==> src/verilog/fhr_pkg.sv <==
package fhr_pkg;
   // vector index n carries documented bit 11-n (bit 0 is the msb)
   localparam int WORD_W = 12;
   localparam int CMD_WLEN_POS = 6;
   localparam int CMD_DEN_POS = 5;
   localparam int CMD_DRV_POS = 4;
   localparam int CMD_FN_POS = 1;
   localparam int BYTE_W = 8;
   localparam int ST_RDY_POS = 7;
   localparam int ST_DD_POS = 6;
   localparam int ST_DEN_POS = 5;
   localparam int ST_DENERR_POS = 4;
   localparam int ST_DUAL_POS = 3;
   localparam int ST_ID_POS = 2;
   localparam int ST_PAR_POS = 1;
   localparam int ST_CRC_POS = 0;
   localparam logic [11:0] TRACK_MAX = 12'h04C;
   localparam logic [11:0] SECT_MIN = 12'h001;
   localparam logic [11:0] SECT_MAX = 12'h01A;
   localparam logic [11:0] ERR_NONE = 12'h000;
   localparam logic [11:0] ERR_SECT = 12'h038;
   localparam logic [11:0] ERR_TRACK = 12'h020;
   localparam logic [11:0] ERR_CRC = 12'h080;
   localparam logic [11:0] ERR_PAR = 12'h088;
   localparam logic [11:0] ERR_DEN = 12'h0A0;
   localparam logic [8:0] CNT_SD_B8 = 9'h080;
   localparam logic [8:0] CNT_SD_B12 = 9'h040;
   localparam logic [8:0] CNT_DD_B8 = 9'h100;
   localparam logic [8:0] CNT_DD_B12 = 9'h080;
   localparam int BUF_DEPTH = 256;

   typedef enum logic [2:0] {
      FN_FILL = 3'h0,
      FN_EMPTY = 3'h1,
      FN_WRITE = 3'h2,
      FN_READ = 3'h3,
      FN_DENSITY = 3'h4,
      FN_STATUS = 3'h5,
      FN_WRDEL = 3'h6,
      FN_ERRREG = 3'h7
   } fhr_fn_t;

   // pins from the host and the drives, all asynchronous to ref_clk
   typedef struct packed {
      logic init_instruction;
      logic load_command_instruction;
      logic transfer_data_instruction;
      logic skip_on_transfer_request_instruction;
      logic skip_on_error_instruction;
      logic skip_on_done_instruction;
      logic mode2_strap;
      logic cmd_parity_err;
      logic [1:0] drive_ready;
      logic [1:0] media_double;
      logic [11:0] ac;
   } fhr_pins_t;

   typedef struct packed {
      fhr_fn_t fn;
      logic drive;
      logic dbl;
      logic [6:0] track;
      logic [4:0] sector;
   } fhr_media_req_t;

   typedef struct packed {
      logic done;
      logic crc_err;
      logic deleted;
   } fhr_media_rsp_t;
endpackage

==> src/verilog/fhr_host_port.sv <==
`timescale 1ns/1ps
`default_nettype none
module fhr_host_port (
   input wire logic ref_clk,
   input wire logic rst,
   input wire fhr_pkg::fhr_pins_t pins_in,
   output logic [11:0] ac_out,
   output logic skip,
   output logic done_flag,
   output logic error_flag,
   output logic transfer_request_flag,
   output fhr_pkg::fhr_media_req_t media_req,
   output logic media_start,
   input wire fhr_pkg::fhr_media_rsp_t media_rsp
);
   import fhr_pkg::*;

   localparam int PIN_W = $bits(fhr_pins_t);

   typedef enum logic [8:0] {
      S_IDLE = 9'h001,
      S_CMDHI = 9'h002,
      S_DISP = 9'h004,
      S_FILL = 9'h008,
      S_EMPTY = 9'h010,
      S_SECT = 9'h020,
      S_TRACK = 9'h040,
      S_MEDIA = 9'h080,
      S_FIN = 9'h100
   } fhr_state_t;

   // words per buffer transfer, by mode, word length and density
   function automatic logic [8:0] word_total(input logic m2, input logic b8, input logic dd);
      logic big;
      big = m2 & dd;
      if (b8) begin
         word_total = big ? CNT_DD_B8 : CNT_SD_B8;
      end else begin
         word_total = big ? CNT_DD_B12 : CNT_SD_B12;
      end
   endfunction

   // status image; unused positions stay zero
   function automatic logic [11:0] status_word(input logic m2, input logic [7:0] f);
      status_word = '0;
      status_word[ST_RDY_POS] = f[ST_RDY_POS];
      status_word[ST_DD_POS] = f[ST_DD_POS];
      status_word[ST_ID_POS] = f[ST_ID_POS];
      status_word[ST_PAR_POS] = f[ST_PAR_POS];
      status_word[ST_CRC_POS] = f[ST_CRC_POS];
      if (m2) begin
         status_word[ST_DEN_POS] = f[ST_DEN_POS];
         status_word[ST_DENERR_POS] = f[ST_DENERR_POS];
         status_word[ST_DUAL_POS] = 1'b1;
      end
   endfunction

   // two-stage synchronisers; a third stage only for strobe edges
   logic [PIN_W-1:0] s1_q;
   logic [PIN_W-1:0] s2_q;
   logic [PIN_W-1:0] s3_q;
   genvar gi;
   generate
      for (gi = 0; gi < PIN_W; gi++) begin : g_sync
         always_ff @(posedge ref_clk or posedge rst) begin
            if (rst) begin
               s1_q[gi] <= 1'b0;
               s2_q[gi] <= 1'b0;
               s3_q[gi] <= 1'b0;
            end else begin
               s1_q[gi] <= pins_in[gi];
               s2_q[gi] <= s1_q[gi];
               s3_q[gi] <= s2_q[gi];
            end
         end
      end
   endgenerate

   fhr_pins_t pin;
   fhr_pins_t pin_old;
   assign pin = s2_q;
   assign pin_old = s3_q;

   // rising edges of the instruction strobes
   wire logic init_p = pin.init_instruction & ~pin_old.init_instruction;
   wire logic lcd_p = pin.load_command_instruction & ~pin_old.load_command_instruction;
   wire logic xdr_p = pin.transfer_data_instruction & ~pin_old.transfer_data_instruction;
   wire logic str_p = pin.skip_on_transfer_request_instruction & ~pin_old.skip_on_transfer_request_instruction;
   wire logic ser_p = pin.skip_on_error_instruction & ~pin_old.skip_on_error_instruction;
   wire logic sdn_p = pin.skip_on_done_instruction & ~pin_old.skip_on_done_instruction;

   fhr_state_t state_q, state_d;
   logic [11:0] ir_q, ir_d;
   logic [11:0] cmd_q, cmd_d;
   logic [11:0] errcode_q, errcode_d;
   logic [7:0] flags_q, flags_d;
   logic [8:0] cnt_q, cnt_d;
   logic [6:0] track_q, track_d;
   logic [4:0] sector_q, sector_d;
   logic done_q, err_q, treq_q, errpend_q, errpend_d;
   logic [2:0] boot_q;
   logic mode2_q;
   wire logic init_req = boot_q[2];
   logic start_q, start_d;
   logic done_set, err_set, treq_set;
   logic buf_we;
   logic [11:0] buf_wdata;
   logic [11:0] buf_mem [BUF_DEPTH];

   // command field decode from the held command word
   wire fhr_fn_t fn = fhr_fn_t'(cmd_q[CMD_FN_POS +: 3]);
   wire logic b8 = cmd_q[CMD_WLEN_POS];
   wire logic drv = cmd_q[CMD_DRV_POS];
   wire logic req_dd = mode2_q & cmd_q[CMD_DEN_POS];
   wire logic act_dd = pin.media_double[drv];
   wire logic den_bad = req_dd != act_dd;
   wire logic [8:0] last_idx = word_total(mode2_q, b8, req_dd) - 9'h001;
   wire logic cnt_last = cnt_q == last_idx;
   wire logic [11:0] host_word = b8 ? {4'h0, pin.ac[BYTE_W-1:0]} : pin.ac;
   wire logic sect_ok = (pin.ac >= SECT_MIN) && (pin.ac <= SECT_MAX);
   wire logic track_ok = pin.ac <= TRACK_MAX;
   wire logic two_part = mode2_q & pin.ac[CMD_WLEN_POS];

   // host facing flags; a set in the same cycle as a skip clear wins
   assign skip = (sdn_p & done_q) | (ser_p & err_q) | (str_p & treq_q);
   assign done_flag = done_q;
   assign error_flag = err_q;
   assign transfer_request_flag = treq_q;
   assign ac_out = ir_q;
   assign media_start = start_q;
   assign media_req = '{fn: fn, drive: drv, dbl: req_dd, track: track_q, sector: sector_q};

   // function sequencer
   always_comb begin
      state_d = state_q;
      ir_d = ir_q;
      cmd_d = cmd_q;
      errcode_d = errcode_q;
      flags_d = flags_q;
      cnt_d = cnt_q;
      track_d = track_q;
      sector_d = sector_q;
      errpend_d = errpend_q;
      start_d = 1'b0;
      done_set = 1'b0;
      err_set = 1'b0;
      treq_set = 1'b0;
      buf_we = 1'b0;
      buf_wdata = host_word;
      case (state_q)
         S_IDLE: begin
            if (lcd_p) begin
               // only the low eight bits matter in mode 1 and bit 7 never
               cmd_d = {4'h0, 1'b0, pin.ac[6:0]};
               flags_d = '0;
               flags_d[ST_PAR_POS] = pin.cmd_parity_err;
               // the error code must survive until a read error register command fetches it
               if (fhr_fn_t'(pin.ac[CMD_FN_POS +: 3]) != FN_ERRREG) begin
                  errcode_d = ERR_NONE;
               end
               errpend_d = 1'b0;
               if (two_part) begin
                  treq_set = 1'b1;
                  state_d = S_CMDHI;
               end else begin
                  state_d = S_DISP;
               end
            end else if (xdr_p) begin
               ir_d = ir_q; // status stays readable after done
            end
         end
         S_CMDHI: begin
            if (xdr_p) begin
               // upper four bits carry nothing this block uses
               state_d = S_DISP;
            end
         end
         S_DISP: begin
            cnt_d = '0;
            if (flags_q[ST_PAR_POS] && !mode2_q) begin
               errcode_d = ERR_PAR;
               errpend_d = 1'b1;
               state_d = S_FIN;
            end else begin
               case (fn)
                  FN_FILL: begin
                     treq_set = 1'b1;
                     state_d = S_FILL;
                  end
                  FN_EMPTY: begin
                     ir_d = buf_mem[0];
                     treq_set = 1'b1;
                     state_d = S_EMPTY;
                  end
                  FN_WRITE, FN_READ, FN_WRDEL: begin
                     treq_set = 1'b1;
                     state_d = S_SECT;
                  end
                  FN_DENSITY: begin
                     if (mode2_q) begin
                        start_d = 1'b1;
                        state_d = S_MEDIA;
                     end else begin
                        state_d = S_FIN;
                     end
                  end
                  FN_STATUS: begin
                     flags_d[ST_RDY_POS] = pin.drive_ready[drv];
                     state_d = S_FIN;
                  end
                  FN_ERRREG: begin
                     ir_d = errcode_q; // status word is not loaded here
                     done_set = 1'b1;
                     state_d = S_IDLE;
                  end
                  default: state_d = S_FIN;
               endcase
            end
         end
         S_FILL: begin
            if (xdr_p) begin
               buf_we = 1'b1;
               cnt_d = cnt_q + 9'h001;
               if (cnt_last) begin
                  state_d = S_FIN;
               end else begin
                  treq_set = 1'b1;
               end
            end
         end
         S_EMPTY: begin
            if (xdr_p) begin
               cnt_d = cnt_q + 9'h001;
               if (cnt_last) begin
                  state_d = S_FIN;
               end else begin
                  ir_d = buf_mem[cnt_d[7:0]];
                  treq_set = 1'b1;
               end
            end
         end
         S_SECT: begin
            if (xdr_p) begin
               sector_d = pin.ac[4:0];
               if (!sect_ok) begin
                  errcode_d = ERR_SECT;
                  errpend_d = 1'b1;
                  state_d = S_FIN;
               end else begin
                  treq_set = 1'b1;
                  state_d = S_TRACK;
               end
            end
         end
         S_TRACK: begin
            if (xdr_p) begin
               track_d = pin.ac[6:0];
               if (!track_ok) begin
                  errcode_d = ERR_TRACK;
                  errpend_d = 1'b1;
                  state_d = S_FIN;
               end else if (den_bad) begin
                  flags_d[ST_DENERR_POS] = mode2_q;
                  errcode_d = ERR_DEN;
                  errpend_d = 1'b1;
                  state_d = S_FIN;
               end else begin
                  start_d = 1'b1;
                  state_d = S_MEDIA;
               end
            end
         end
         S_MEDIA: begin
            if (media_rsp.done) begin
               if (fn == FN_READ) begin
                  flags_d[ST_DD_POS] = media_rsp.deleted;
                  flags_d[ST_CRC_POS] = media_rsp.crc_err;
                  if (media_rsp.crc_err) begin
                     errcode_d = ERR_CRC;
                     errpend_d = 1'b1;
                  end
               end
               if (fn == FN_WRDEL) begin
                  flags_d[ST_DD_POS] = 1'b1;
               end
               state_d = S_FIN;
            end
         end
         S_FIN: begin
            // live density of the selected drive goes with the status in mode 2; status_word drops it in mode 1
            flags_d[ST_DEN_POS] = act_dd;
            ir_d = status_word(mode2_q, flags_d);
            done_set = 1'b1;
            err_set = errpend_q;
            state_d = S_IDLE;
         end
         default: state_d = S_IDLE;
      endcase
      // initialize overrides any function in progress
      if (init_req || init_p) begin
         flags_d = '0;
         flags_d[ST_ID_POS] = 1'b1;
         flags_d[ST_RDY_POS] = pin.drive_ready[0];
         errcode_d = ERR_NONE;
         errpend_d = 1'b0;
         start_d = 1'b0;
         treq_set = 1'b0;
         buf_we = 1'b0;
         cmd_d = '0;
         state_d = S_FIN;
      end
   end

   // sequencer registers
   always_ff @(posedge ref_clk or posedge rst) begin
      if (rst) begin
         state_q <= S_IDLE;
         ir_q <= '0;
         cmd_q <= '0;
         errcode_q <= ERR_NONE;
         flags_q <= '0;
         cnt_q <= '0;
         track_q <= '0;
         sector_q <= '0;
         errpend_q <= 1'b0;
         start_q <= 1'b0;
      end else begin
         state_q <= state_d;
         ir_q <= ir_d;
         cmd_q <= cmd_d;
         errcode_q <= errcode_d;
         flags_q <= flags_d;
         cnt_q <= cnt_d;
         track_q <= track_d;
         sector_q <= sector_d;
         errpend_q <= errpend_d;
         start_q <= start_d;
      end
   end

   // host flags: set beats the skip clear of the same cycle
   always_ff @(posedge ref_clk or posedge rst) begin
      if (rst) begin
         done_q <= 1'b0;
         err_q <= 1'b0;
         treq_q <= 1'b0;
      end else if (init_p) begin
         done_q <= 1'b0;
         err_q <= 1'b0;
         treq_q <= 1'b0;
      end else begin
         done_q <= done_set | (done_q & ~sdn_p);
         err_q <= err_set | (err_q & ~ser_p);
         treq_q <= treq_set | (treq_q & ~str_p);
      end
   end

   // power-up initialize waits until the synchronisers hold real pin values, else strap and ready read as zero
   always_ff @(posedge ref_clk or posedge rst) begin
      if (rst) begin
         boot_q <= 3'h1;
         mode2_q <= 1'b0;
      end else begin
         boot_q <= {boot_q[1:0], 1'b0};
         if (init_req) begin
            mode2_q <= pin.mode2_strap;
         end
      end
   end

   // sector buffer; contents are not reset, like a real ram
   always_ff @(posedge ref_clk) begin
      if (buf_we) begin
         buf_mem[cnt_q[7:0]] <= buf_wdata;
      end
   end
endmodule
`default_nettype wire

==> config.mk <==
export PLATFORM = sky130hd
export DESIGN_NAME = fhr_host_port
export DESIGN_NICKNAME = d
export VERILOG_FILES = /design/src/verilog/fhr_pkg.sv /design/src/verilog/fhr_host_port.sv
export SDC_FILE = /design/constraint.sdc
export NUM_CORES = 2
export LEC_CHECK = 0
export BUFFER_PORTS_ARGS = -buffer_cell sky130_fd_sc_hd__buf_2
export CAP_MARGIN = 20
export CELL_PAD_IN_SITES_DETAIL_PLACEMENT = 1
export CELL_PAD_IN_SITES_GLOBAL_PLACEMENT = 1
export CORE_UTILIZATION = 35
export CTS_BUF_LIST = sky130_fd_sc_hd__clkbuf_4 sky130_fd_sc_hd__clkbuf_8
export CTS_CLUSTER_DIAMETER = 200
export DETAILED_ROUTE_END_ITERATION = 6
export GPL_ROUTABILITY_DRIVEN = 0
export MAX_ROUTING_LAYER = met4
export PLACE_DENSITY_LB_ADDON = 0.1
export RECOVER_POWER = 50
export SETUP_SLACK_MARGIN = 0.4
export SLEW_MARGIN = 5
export SYNTH_ARGS = -nofsm -noshare
export SYNTH_HDL_FRONTEND = slang
export SYNTH_SLANG_ARGS = --single-unit
==> constraint.sdc <==
create_clock -name ref_clk -period 10.8 [get_ports ref_clk]
set_input_delay 1.08 -clock ref_clk [delete_from_list [all_inputs] [get_ports ref_clk]]
set_output_delay 1.08 -clock ref_clk [all_outputs]
set_load 0.005 [all_outputs]
Word-level counts from Yosys, hierarchy flattened --
Memory sizes are Yosys's and may differ from the RTL's. Index checks and enable logic that the tools add are counted. Widths: inputs -> output; s select.
Word-level totals: memory bits (read-only) 0, RAM bits 3072, bits in latches 0, bits of input ports 29, output and inout bits 34, memories 1, register bits 130, word-level logic and storage cells 287
Operators by class: reductions and logical operators 28, bitwise operators 29, order comparisons 4, mux-type cells 108, equality and inequality tests 42, $add $sub $neg 2, multiply operators 0, divide/modulo/power cells 0, shift operators 0
Memories:
- buf_mem | words 256, width 12, read ports 2, clocked after Yosys merged registers in 0, wr ports 1, RTL line fhr_host_port.sv:108 | logic [11:0] buf_mem [BUF_DEPTH];
Operators with widths (number):
- $mux 12 | 16
- $mux 9 | 16
- $pmux 9 s7 | 1
- $pmux 12 s5 | 1
- $pmux 9 s6 | 1
- $mux 1 | 52
- $ne 3x3->1 const B | 14
- $pmux 12 s3 | 1
- $mux 8 | 3
- $pmux 12 s2 | 1
- $mux 7 | 3
- $pmux 9 s2 | 1
- $and 1x1->1 | 15
- $pmux 1 s2 | 7
- $eq 3x3->1 const B | 4
- $ge 12x1->1 const B | 1
- $le 12x5->1 const B | 1
- $le 12x7->1 const B | 1
- $reduce_and 4->1 | 3
- $reduce_bool 3->1 | 4
- $reduce_and 11->1 | 1
- $reduce_and 10->1 | 1
- $reduce_and 5->1 | 2
- $add 9x1->9 const B | 1
- 36 further kinds | 62

Longest topological paths before layout --
depth after elaboration 12, gate-level depth with buffers 21

Worst setup path after synthesis --
Ideal clock, no wire load.
kind reg2reg, start point reg cmd_q[6], end point mem buf_mem[0][9], data pin, arrival time 6.680 ns, required time 9.338 ns, stages on the path, launching flop included 2, setup time 1.462 ns, clock period less this slack 8.142 ns, slack 2.658 ns, cells stage by stage dfrtp_1 > nor2b_1
On the way: word-level cells in the longest chain between the ends 1
Ends and longest elaborated chain:
- start: declaration | RTL line fhr_host_port.sv:94 | logic [11:0] cmd_q, cmd_d;
- start signal: assignment | RTL line fhr_host_port.sv:330 | cmd_q <= cmd_d;
- $mux 12 | RTL line fhr_host_port.sv:119 | wire logic [11:0] host_word = b8 ? {4'h0, pin.ac[BYTE_W-1:0]} : pin.ac;
- via buf_wdata[9] | RTL line fhr_host_port.sv:107 | logic [11:0] buf_wdata;
- end: declaration | RTL line fhr_host_port.sv:108
The timed path passes the listed nets, and every way through them passes these cells.

Worst setup path in the final report --
start point reg s2_q[5], in the netlist pin[5], end point mem buf_mem[153][5], data pin
On the way: word-level cells in the longest chain between the ends 1
Ends and longest elaborated chain:
- start: declaration | RTL line fhr_host_port.sv:60 | logic [PIN_W-1:0] s2_q;
- start signal: indexed assignment | RTL line fhr_host_port.sv:72 | s2_q[gi] <= s1_q[gi];
- $mux 12 | RTL line fhr_host_port.sv:119
Every way passes these cells.

==> metrics.md <==
| Metric | Value |
|---|---|
| Outcome | `complete, but fails checks` |
| Failing checks | `capacitance limit, slew limit` |
| Crit path DAT | `8.29 ns` |
| Antenna violations before repair | `29` |
| Final worst clock skew | `0.04830 ns` |
| Final Instance Count excl. Fillers | `12,652` |
| Cell area after layout | `0.1424 mm2` |
| Crit start category | `flop` |
| Top library cells by usage in the layout, fill and taps aside | `sky130_fd_sc_hd__edfxtp_1 (3,072), sky130_fd_sc_hd__nand2_1 (1,089), sky130_fd_sc_hd__clkbuf_8 (576)` |
| Antenna viol nets, final | `0` |
| Global-route wire length before repair | `575,100 um` |
| Distinct cells, synth | `81` |
| Rows | `218` |
| Root buffer cell | `sky130_fd_sc_hd__clkbuf_8` |
| Max Fclk | `0.1253 GHz` |
| Crit. End Element | `flop` |
| Final worst path period share | `73.90%` |
| Per-cell routed wire length | `32.41 um` |
| Pin count of the biggest net entering global routing | `193` |
| Number of design-rule violations left by the first detailed-router iteration | `5,994` |
| Leakage power | `44.58 nW` |
| Number of post-CTS setup repair buffers | `0` |
| Layout filler cell count | `34,416` |
| Clock tree sinks | `3,193` |
| Worst hold path depth | `2` |
| Syn-to-layout area delta | `14.75%` |
| Worst path required time | `11.11 ns` |
| CTS tree | `done` |
| Power after layout | `25.23 mW` |
| Fraction of layout instances using a drive strength above 1 | `24.04%` |
| Die Ht | `597.5 um` |
| Starting Density | `35.19%` |
| Top_reg_cell synth | `sky130_fd_sc_hd__edfxtp_1` |
| Clock latency on the worst-skew pair | `1.19 ns` |
| Post-layout nets | `7,536` |
| Sum Neg Setup Slack | `0 ns` |
| Boundary Pins | `63` |
| Die area | `0.3570 mm2` |
| Share of async-settable or async-resettable flops after synthesis | `3.790%` |
| Top cell type's share of synthesized area | `74.32%` |
| Leading cell type in the layout, fill and taps excluded | `sky130_fd_sc_hd__edfxtp_1` |
| Number of warnings issued by yosys | `0` |
| Core Area | `0.3527 mm2` |
| Final count of hold timing violations | `0` |
| Max Slew Vio Count | `2,697` |
| Clock transition at the registers of the reported paths | `0.06 ns` |
| Maximum capacitance violations | `37` |
| Setup violators final | `0` |
| Average footprint of a synthesized cell | `17.81 um2` |
| DRC Markers | `0` |
| Total wirelength of the detailed-routed design | `410,100 um` |
| Depth of the CTS H-tree | `6` |
| Critical Setup Path Class | `flop to flop` |
| Maximum ir drop on the vdd rail | `0.1119 mV` |
| Portion of the post-synthesis area used by sequential elements | `76.76%` |
| Post-cts gate resize count | `0` |
| Post-Syn Area | `0.1241 mm2` |
| Vias per Instance | `5.429` |
| Area after detailed placement | `0.1316 mm2` |
| Post-synthesis sequential element count | `3,193` |
| Syn_nets | `7,002` |
| Power per standard cell area | `177.1 mW/mm2` |
| Worst slew slack as a fraction of its limit | `-333.3%` |
| Post-synth top area cell | `sky130_fd_sc_hd__edfxtp_1` |
| Highest fanout seen on the critical path | `92` |
| Drt pass-1 iters | `6` |
| IO Port Bufs | `62` |
| GRT Resource Usage Total | `23.44%` |
| Die boundary width | `597.5 um` |
| Total gr overflow | `0` |
| EDFF count, synth | `3,072` |
| Routed via count | `68,687` |
| CTS Buffer Depth | `4` |
| Number of global-route vias before repair | `72,117` |
| Cells taking the most area after synthesis | `sky130_fd_sc_hd__edfxtp_1 (74%), sky130_fd_sc_hd__mux4_2 (9.2%), sky130_fd_sc_hd__nand2_1 (3.3%)` |
| Min-Delay Path Class | `primary input to flop` |
| Minimum clock period after layout | `7.981 ns` |
| Number of cells in the design after placement | `11,641` |
| Number of CTS-inserted buffers | `563` |
| Transition time of the tightest slew-check pin | `6.500 ns` |
| Worst r2r path cells | `2` |
| Setup repair after global routing missed its margin | `no` |
| Detailed-placement wirelength estimate | `237,100 um` |
| Post-Synthesis Cells | `6,969` |
-- metal layers --
layer / GRT usage [%] / vias up / wire [um]
met2: 37.17 / 1944 / 196600
li1: - / 28790 / -
met5: - / - / 0
met3: 3.231 / 600 / 20610
met4: 6.769 / 0 / 12010
met1: 31.60 / 37353 / 180900
-- cells in the mapped netlist (all sizes together) (8+ instances only) --
| cell | instances |
|---|---|
| a21oi | 41 |
| o22ai | 16 |
| o221ai | 10 |
| nand4 | 25 |
| nand2b | 11 |
| mux2i | 232 |
| nand2 | 1103 |
| a221oi | 9 |
| nor2 | 362 |
| o21ai | 70 |
| dfrtp | 119 |
| mux2 | 25 |
| edfxtp | 3072 |
| nor2b | 13 |
| a211oi | 10 |
| clkbuf | 150 |
| nand3 | 341 |
| mux4 | 508 |
| o41ai | 8 |
| buf | 278 |
| nor3 | 41 |
| nor4 | 29 |
| or3 | 11 |
| a31oi | 130 |
| a32oi | 172 |
| and3 | 18 |
| a311oi | 10 |
| inv | 17 |
| a32o | 16 |
| xnor2 | 9 |
-- path summary, 6_finish.rpt --
check,endpoint,start,slack (ns)
setup / recovery,buf_mem[153][5],pin[5],2.82
max in group asynchronous,cnt_q[0],rst,4.85
hold reg to reg,pin[14],s1_q[14],0.34
hold / removal,state_q[7],media_rsp[2],0.13
setup reg to reg,buf_mem[153][5],pin[5],2.82
min in group asynchronous,sector_q[3],rst,1.70
-- worst max-delay path: stages, from the launching register on --
cell                       delay [ns]
sky130_fd_sc_hd__dfrtp_1         0.84
sky130_fd_sc_hd__clkbuf_1        2.78
sky130_fd_sc_hd__clkbuf_1        3.14
-- sequential cells by signal, summed over array words and instances, names as in the netlist, 3 cells and up --
name and flops:
pin_old 6, ac_out 12, cnt_q 9, sector_q 5
buf_mem 3072, track_q 7, state_q 9, errcode_q 4
boot_q 3, flags_q 6, pin 24, cmd_q 6
s1_q 24
-- metrics by stage --
stage | util [%] | hold WS (ns) | setup WS, ns
6_report | 40.39 | 0.1343 | 2.819
5_1_grt | 40.38 | 0.09661 | 2.339
3_3_place_gp | 37.29 | 0.3328 | 4.241
3_5_place_dp | 37.32 | 0.3362 | 4.514
2_1_floorplan | - | 0.3312 | 2.658
4_1_cts | 40.44 | 0.01427 | 4.484
-- timing repair --
item,CTS,global route
endpoints found under the hold margin,60,0
setup endpoints to repair,0,0
hold buffers,25,0
-- final cells by class --
type | instances | area [um2] | share of cell area, %
repair buffers | 397 | 3007 | 2.111
inverters | 17 | 72.57 | 0.05095
clock inverters | 204 | 1374 | 0.9645
multi-input cells | 3331 | 27370 | 19.21
diodes | 9 | 22.52 | 0.01581
flip-flops and latches | 3193 | 95280 | 66.89
well taps | 4730 | 5918 | 4.155
clock buffers | 771 | 9392 | 6.593
-- power breakdown --
part           leakage (nW)  total, mW  switching, mW  internal [mW]
Combinational          9.74      0.479          0.383         0.0966
Clock                  5.68       11.0           5.13           5.86
Sequential             29.2       13.8         0.0772           13.7
-- logic make-up (layout without fill, tap and decap cells) --
logic type	Yosys count	count (layout)	share of synthesized area [%]
flops	3193	3193	76.76
mux	765	765	11.31
other cells	1	10	0.003021
compound gates	562	562	3.354
simple gates	1986	1986	6.718
xor+xnor	13	13	0.1129
buf+inv	445	1389	1.696
fa+ha+maj	4	4	0.04032
Note: power is estimated with default switching activity, not from simulation.
